--- config.mk ---
export PLATFORM = sky130hd
export DESIGN_NAME = tlc_loop_counter
export DESIGN_NICKNAME = d
export VERILOG_FILES = /design/src/hw/tlc_pkg.sv /design/src/hw/tlc_loop_counter.sv /design/src/hw/tlc_test_unit.sv
export SDC_FILE = /design/constraint.sdc
export NUM_CORES = 1
export LEC_CHECK = 0
export ABC_AREA = 0
export BUFFER_PORTS_ARGS = -buffer_cell sky130_fd_sc_hd__buf_2
export CAP_MARGIN = 20
export CORE_UTILIZATION = 34
export CTS_BUF_LIST = sky130_fd_sc_hd__clkbuf_16
export CTS_CLUSTER_DIAMETER = 100
export DETAILED_ROUTE_END_ITERATION = 7
export SYNTH_ARGS = -nofsm -noshare
export SYNTH_HDL_FRONTEND = slang
export SYNTH_SLANG_ARGS = --single-unit
--- constraint.sdc ---
create_clock -name clk -period 5.2 [get_ports clk]
set_input_delay 1.56 -clock clk [delete_from_list [all_inputs] [get_ports clk]]
set_output_delay 1.56 -clock clk [all_outputs]
set_load 0.05 [all_outputs]
--- src/hw/tlc_pkg.sv ---
package tlc_pkg;

  // ----------------------------------------
  // widths
  // ----------------------------------------
  localparam int unsigned count_width = 16;
  // a wider working width keeps the step from wrapping before the test
  localparam int unsigned wide_width = count_width + 1;

  // ----------------------------------------
  // loop test encodings
  // ----------------------------------------
  typedef enum logic [1:0] {
    tlc_test_le = 2'h0,
    tlc_test_lt = 2'h1,
    tlc_test_gt = 2'h2,
    tlc_test_ge = 2'h3
  } tlc_test_type;

  // ----------------------------------------
  // reset values
  // ----------------------------------------
  localparam logic [count_width-1:0] count_reset = 16'h0000;
  localparam logic [wide_width-1:0] wide_reset = 17'h00000;

  // ----------------------------------------
  // carriers
  // ----------------------------------------
  typedef struct packed {
    logic [count_width-1:0] initial_value;
    logic [count_width-1:0] step_value;
    logic [count_width-1:0] limit_value;
  } tlc_setup_type;

  typedef struct packed {
    logic first_pass_marker;
    logic final_pass_marker;
    logic empty_loop_marker;
  } tlc_marker_type;

  localparam tlc_marker_type marker_reset = 3'h0;

endpackage

--- src/hw/tlc_loop_counter.sv ---
// Behaviour
// - test passes: body token, count valid
// - test fails: finished token, count invalid
// - active from begin token until finished
// - initial value sampled at each activation; step and limit read live
// - count meaningful only while valid
// - disabled: valid low, state frozen
// - re-enabled: resume from frozen state
// - initial, step, limit drive the test
// - first and final pass markers
// - empty loop marker on immediate failure
// - loop test fixed at build time
// - begin token loads initial then tests
// - body finished token steps then tests
`timescale 1ns/1ps
module tlc_loop_counter #(
  parameter tlc_pkg::tlc_test_type loop_test = tlc_pkg::tlc_test_le
) (
  input wire logic clk,
  input wire logic reset,
  input wire logic loop_enable,
  input wire logic loop_begin_token,
  input wire logic body_finished_token,
  input wire tlc_pkg::tlc_setup_type setup,
  output logic body_begin_token,
  output logic loop_finished_token,
  output logic count_valid,
  output logic [tlc_pkg::count_width-1:0] loop_count,
  output tlc_pkg::tlc_marker_type markers
);

  // ----------------------------------------
  // state
  // ----------------------------------------
  typedef enum logic [1:0] {
    tlc_idle = 2'h0,
    tlc_check = 2'h1,
    tlc_body = 2'h2
  } tlc_state_type;

  tlc_state_type state_q;
  logic [tlc_pkg::wide_width-1:0] count_q;
  logic from_init_q;
  logic pass_now;
  logic pass_next;
  logic [tlc_pkg::wide_width-1:0] next_step_d;
  logic active_q;

  // ----------------------------------------
  // loop test
  // ----------------------------------------
  // one spare bit lets a step run past the top of the range, so an le or lt test still fails there
  // next value the body would reach; used to foresee the final pass
  assign next_step_d = count_q + {1'b0, setup.step_value};

  // the current value decides this pass; the stepped value only foresees the last one
  tlc_test_unit #(
    .loop_test(loop_test)
  ) u_test_now (
    .value(count_q),
    .limit_value(setup.limit_value),
    .pass(pass_now)
  );

  tlc_test_unit #(
    .loop_test(loop_test)
  ) u_test_next (
    .value(next_step_d),
    .limit_value(setup.limit_value),
    .pass(pass_next)
  );

  // ----------------------------------------
  // sequencing
  // ----------------------------------------
  // a token is taken only while enabled; tokens arriving while suspended are
  // lost, since the partner is expected to hold off while enable is low
  always_ff @(posedge clk)
  begin
    if (reset)
    begin
      state_q <= tlc_idle;
    end
    else if (loop_enable)
    begin
      case (state_q)
        tlc_idle:
        begin
          if (loop_begin_token)
          begin
            state_q <= tlc_check;
          end
        end
        tlc_check:
        begin
          if (pass_now)
            state_q <= tlc_body;
          else
          begin
            state_q <= tlc_idle;
          end
        end
        tlc_body:
        begin
          if (body_finished_token)
            state_q <= tlc_check;
        end
        default:
        begin
          state_q <= tlc_idle;
        end
      endcase
    end
  end

  // ----------------------------------------
  // activity
  // ----------------------------------------
  // active from the taken begin token until the finished token leaves
  always_ff @(posedge clk)
  begin
    if (reset)
      active_q <= 1'b0;
    else if (loop_enable && !active_q && loop_begin_token)
      active_q <= 1'b1;
    else if (loop_enable && state_q == tlc_check && !pass_now)
      active_q <= 1'b0;
  end

  // ----------------------------------------
  // counter
  // ----------------------------------------
  always_ff @(posedge clk)
  begin
    if (reset)
    begin
      count_q <= tlc_pkg::wide_reset;
      from_init_q <= 1'b0;
    end
    else if (loop_enable)
    begin
      if (!active_q && loop_begin_token)
      begin
        count_q <= {1'b0, setup.initial_value};
        from_init_q <= 1'b1;
      end
      else if (state_q == tlc_body && body_finished_token)
      begin
        count_q <= next_step_d;
        from_init_q <= 1'b0;
      end
    end
  end

  // ----------------------------------------
  // tokens
  // ----------------------------------------
  // one check cycle yields exactly one pulse on one of the two tokens
  always_ff @(posedge clk)
  begin
    if (reset)
    begin
      body_begin_token <= 1'b0;
      loop_finished_token <= 1'b0;
    end
    else
    begin
      body_begin_token <= loop_enable && state_q == tlc_check && pass_now;
      loop_finished_token <= loop_enable && state_q == tlc_check && !pass_now;
    end
  end

  // ----------------------------------------
  // count and valid
  // ----------------------------------------
  // loop_count follows the counter even while invalid; consumers must gate it with count_valid
  // the body state itself remembers validity, so a resumed loop shows valid again
  always_ff @(posedge clk)
  begin
    if (reset)
    begin
      count_valid <= 1'b0;
      loop_count <= tlc_pkg::count_reset;
    end
    else
    begin
      loop_count <= count_q[tlc_pkg::count_width-1:0];
      if (!loop_enable)
        count_valid <= 1'b0;
      else if (state_q == tlc_check)
        count_valid <= pass_now;
      else
        count_valid <= (state_q == tlc_body);
    end
  end

  // ----------------------------------------
  // pass markers
  // ----------------------------------------
  always_ff @(posedge clk)
  begin
    if (reset)
      markers <= tlc_pkg::marker_reset;
    else if (loop_enable && state_q == tlc_check)
    begin
      markers.first_pass_marker <= from_init_q && pass_now;
      // the last pass is foreseen from the step that would follow, not waited for
      markers.final_pass_marker <= pass_now && !pass_next;
      markers.empty_loop_marker <= from_init_q && !pass_now;
    end
    else if (loop_enable && state_q == tlc_idle)
      markers <= tlc_pkg::marker_reset;
  end

endmodule // tlc_loop_counter

--- src/hw/tlc_test_unit.sv ---
`timescale 1ns/1ps
module tlc_test_unit #(
  parameter tlc_pkg::tlc_test_type loop_test = tlc_pkg::tlc_test_le
) (
  input wire logic [tlc_pkg::wide_width-1:0] value,
  input wire logic [tlc_pkg::count_width-1:0] limit_value,
  output logic pass
);

  logic [tlc_pkg::wide_width-1:0] limit_wide;

  assign limit_wide = {1'b0, limit_value};

  // ----------------------------------------
  // static comparison
  // ----------------------------------------
  always_comb
  begin
    case (loop_test)
      tlc_pkg::tlc_test_le: pass = (value <= limit_wide);
      tlc_pkg::tlc_test_lt: pass = (value < limit_wide);
      tlc_pkg::tlc_test_gt: pass = (value > limit_wide);
      tlc_pkg::tlc_test_ge: pass = (value >= limit_wide);
      default: pass = 1'b0;
    endcase
  end

endmodule // tlc_test_unit

-- After elaboration in Yosys (flattened, before gate mapping)
Index checks and enable logic that the tools add are counted.
- register bits after elaboration: 43
- input port bits: 53
- output and inout port bits: 22
- word-level logic and storage cells: 53
- add/sub/neg operators: 1
- order comparisons: 2
- equal/unequal tests: 4
- mux-type cells: 13
- bitwise logic cells: 1
- reductions and logical operators: 21
- operator list (kind ; count):
    less-or-equal comparator 17 x 16 -> 1 bit ; 2
    two-way mux 17 bit ; 2
    adder 17 x 16 -> 17 bit ; 1
    logical AND 1 bit ; 11
    two-way mux 2 bit ; 3
    two-way mux 3 bit ; 2
    one-hot mux 2 bit (3 select lines) ; 1
    nonzero test 2 bit ; 3
    two-way mux 1 bit ; 5
    inequality test 2 bit (second input constant) ; 2
    zero test 1 bit ; 3
    AND reduction 3 bit ; 1
    equality test 2 x 1 -> 1 bit (second input constant) ; 1
    equality test 2 bit (second input constant) ; 1
    zero test 2 bit ; 1
    AND reduction 2 bit ; 1
    OR reduction 2 bit ; 1
    inverter 1 bit ; 1

-- Depth between registers and ports, before layout
- depth after elaboration: 5
- gate-level depth with buffers: 14
- depth with buffers taken out: 14

-- Modules after synthesis
Synthesis repeated with hierarchy kept, for this count alone.
- cells, all modules: 393
- area total of the unflattened synthesis: 3185.6 µm²
- by module, submodules not included (module ; times used ; cells each ; area each (µm²) ; seq. area each (µm²)):
    tlc_loop_counter ; 1 ; 279 ; 2357.3 ; 860.8
    tlc_test_unit ; 2 ; 57 ; 414.1 ; 0.0

-- Worst setup path before layout
OpenSTA, ideal clock, no wires.
- path kind: input to register
- from: in setup[20] in the netlist's numbering
- to: reg markers[1] in the netlist's numbering
- library setup time: 0.128 ns
- arrival: 4.439 ns
- required time: 5.072 ns
- path slack: 0.632 ns
- cell stages on the path: 14
- path buffers: 0
- cells stage by stage: ha_1 > a2111oi_4 > o21ai_2 > a31o_2 > a21o_1 > a21oi_1 > xnor2_1 > ha_1 > or4_1 > a21oi_1 > o21ai_0 > o31ai_1 > o2111a_1 > o41ai_2
- cells in the longest elaborated chain, start to end: 5
- ends and longest elaborated chain (element ; line ; source):
    start, declared ; tlc_loop_counter.sv:24 ; input wire tlc_pkg::tlc_setup_type setup,
    adder 17 x 16 -> 17 bit ; tlc_loop_counter.sv:54 ; assign next_step_d = count_q + {1'b0, setup.step_value};
    less-or-equal comparator 17 x 16 -> 1 bit ; tlc_test_unit.sv:20 ; tlc_pkg::tlc_test_le: pass = (value <= limit_wide);
    zero test 1 bit ; tlc_loop_counter.sv:208 ; markers.final_pass_marker <= pass_now && !pass_next;
    logical AND 1 bit ; tlc_loop_counter.sv:208 ;
    two-way mux 3 bit ; tlc_loop_counter.sv:204 ; else if (loop_enable && state_q == tlc_check)
    end signal, assigned ; tlc_loop_counter.sv:203 ; markers <= tlc_pkg::marker_reset;
    end signal, assigned ; tlc_loop_counter.sv:212 ; markers <= tlc_pkg::marker_reset;
    end, declared ; tlc_loop_counter.sv:29 ; output tlc_pkg::tlc_marker_type markers
Every way passes these cells.
A chain may end at the register's enable or synchronous reset.

-- Final worst setup path
- from: in setup[16] in the netlist's numbering
- to: reg markers[1] in the netlist's numbering
Same word-level chain as after synthesis.

==> reports/results.txt <==
Clock transition at the registers of the reported paths = 0.06 ns
Antenna Nets Post-Route = 0
Largest net degree at the start of global routing = 45
Max Root-Sink Buffers = 2
Initial drt markers = 92
Critical path type = input pin to flop
Post-synthesis compound-gate area fraction = 0.236
Main combinational cell family by area after synthesis = compound AO/OA/AOI/OAI gates
CTS buffer count = 5
Drt wl/cell = 15.1 um
Die ar. = 0.00965 mm2
Type of the worst min-delay path = flop to flop
Drt drc = 1
Count leader, synth = ha_1
Leakage = 1.81 nW
Number of diodes = 0
Max Freq = 0.211 GHz
Min Tclk post-route = 4.74 ns
I/O pin count = 75
Multi-input gate area = 0.00214 mm2
Fin crit share = 0.912
Post-CTS Setup Bufs = 0
Mux contribution to synthesized area = 0.0167
RSZ-0062 raised after global routing = no
Sw power = 366 uW
Comb pwr share = 0.335
Status = complete, but fails checks
Yosys cell types = 53
Initial core utilization = 0.356
Post-Place Worst Slack = 0.183 ns
Largest cells by area after synthesis = dfxtp_1 27%, ha_1 19%, a21oi_1 5.1%
Port bufs = 74
Syn avg cell area = 8.42 um2
Post-Synthesis Cell Area = 0.00315 mm2
Layout cell share with drive strength beyond 1 = 0.217
Slew margin rel. = 0.417
Synth area leader = dfxtp_1
Die extent in x = 98.2 um
Initial antenna violation count = 0
Simple-gate share of the synthesized area = 0.191
Fin. Hold Viols = 0
Tot GR Track Use = 0.181
CTS tree = yes
Fin Clk Skew = 0.00656 ns
Synth top area share = 0.273
Hold path depth = 2
Max-cap violations = 0
Core outline area = 0.00885 mm2
Total number of vias = 2875
DRT Wirelength = 8300 um
Sequential fraction of the synthesis area = 0.273
Post_cts resized = 0
Adder-Cell Fraction of Synth Area = 0.197
Setup-violating endpoint count in the final report = 0
Die span in y = 98.2 um
Failing checks = DRC
Post-synthesis async set-or-reset flop share = 0
Cts hold-fix bufs = 0
CTS Sinks = 43
First-pass GRT wire length = 14100 um
Worst R2R Path Depth = 14
HPWL after DPL = 6380 um
Main synth FF type = dfxtp_1
Vias in the first global route = 2929
Gpl congestion = 0.899
Final Power = 1.09 mW
Internal Power = 726 uW
Filler instances = 919
Slew Viols, Final = 0
FF/Latch Area = 861 um2
Synthesis Warnings = 0
Area Overhead vs Synth = 19.9%
Post-synth EDFFs = 0
Setup ws final = 0.457 ns
Syn_nets = 476
CP Data Required Time = 5.34 ns
Final-stage net count = 543
WP data arrival = 4.88 ns
Syn Inst Count = 374
Hold Slack = 0.451 ns
Total global routing overflow = 0
Power Density = 289 mW/mm2
Yosys reg bits = 43
Sw frac = 0.335
Max VDD drop = 0.164 mV
Sequential power share = 0.336
Critical path peak fanout = 3
Clk_lat worst skew = 0.28 ns
Slew @ Worst Pin = 0.874 ns
Root Buffer = clkbuf_16
Startpoint types = input pin
First-pass iteration count of the detailed router = 8
Vias per cell = 5.23
Clk pwr share = 0.329
# rows = 34
Commonest cells post-synth = 48 x ha_1, 43 x dfxtp_1, 33 x nand2_1
H-Tree Level Count = 2
TNS Setup = 0 ns
XOR/XNOR Fraction of Synth Area = 0.0389
Critical path capture point type = flop
power groups by stage:
stage                     sequential (mW)  combinational (mW)  clock (mW)
after floorplan                     0.394               0.246           0
after global placement              0.373               0.358           0
after detailed placement            0.374               0.362           0
after CTS                           0.367               0.365       0.373
after global routing                0.370               0.413       0.385
final                               0.367               0.365       0.360
per-layer routing:
| metal | track usage | part of all wire | up-vias |
|---|---|---|---|
| met5 | 0 | 0 | - |
| met4 | 0.0287 | 0.0041 | 0 |
| met3 | 0.0301 | 0.046 | 2 |
| met2 | 0.300 | 0.45 | 68 |
| met1 | 0.253 | 0.50 | 1318 |
| li1 | - | - | 1487 |
worst max-delay path: stages:
cell and delay [ns]:
buf_2 0.10, ha_1 0.24, fa_1 0.42, a21oi_1 0.29
o21ai_2 0.14, a21oi_1 0.25, o21ai_0 0.15, xor2_1 0.19
ha_1 0.32, nand4_1 0.12, or3b_1 0.39, o32a_1 0.35
o31ai_1 0.08, o2111a_1 0.24, o41ai_2 0.06
area by class of cell:
cell class / count / area share
Sequential cell: 43 / 0.228
Clock inverter: 3 / 0.0116
Tap cell: 108 / 0.0358
Clock buffer: 5 / 0.0331
Multi-Input combinational cell: 292 / 0.566
Inverter: 23 / 0.0229
Timing Repair Buffer: 76 / 0.102
registers in the layout, summed over array words and instances (netlist names):
register and cells:
active_q 1, body_begin_token 1, count_q 17, count_valid 1, from_init_q 1, loop_count 16
loop_finished_token 1, markers 3, state_q 2
per-stage QoR:
| step | cells | utilization | area (um2) |
|---|---|---|---|
| after floorplan | 374 | - | 3150 |
| after global placement | 542 | 0.408 | 3610 |
| after detailed placement | 542 | 0.408 | 3610 |
| after CTS | 550 | 0.427 | 3770 |
| after global routing | 550 | 0.427 | 3770 |
| final | 550 | 0.427 | 3770 |
cell usage in the layout, fill, tap and decap left out, types with 11 or more instances in the layout:
master   instances
inv_1           23
o21ai_0         16
nand2_1         33
dfxtp_1         43
nor2_1          27
nor2b_1         18
nor3_1          11
ha_1            48
a21oi_1         32
buf_2           74
worst paths after layout:
kind	slack [ns]	endpoint	start
setup / recovery	0.46	markers[1]	setup[16]
hold / removal	0.45	markers[2]	markers[2]
setup reg to reg	1.50	markers[1]	count_q[4]
hold reg to reg	0.45	markers[2]	markers[2]
cell families (layout without fill, tap and decap cells):
group | count (synthesis) | after routing
and+or+nand+nor | 119 | 119
AOI/OAI and AO/OA | 105 | 105
adders and majority gates | 49 | 49
DFF | 43 | 43
buffers and inverters | 39 | 107
xor gates and xnor gates | 14 | 14
muxes | 5 | 5
Power figures use the tool's default switching activity.
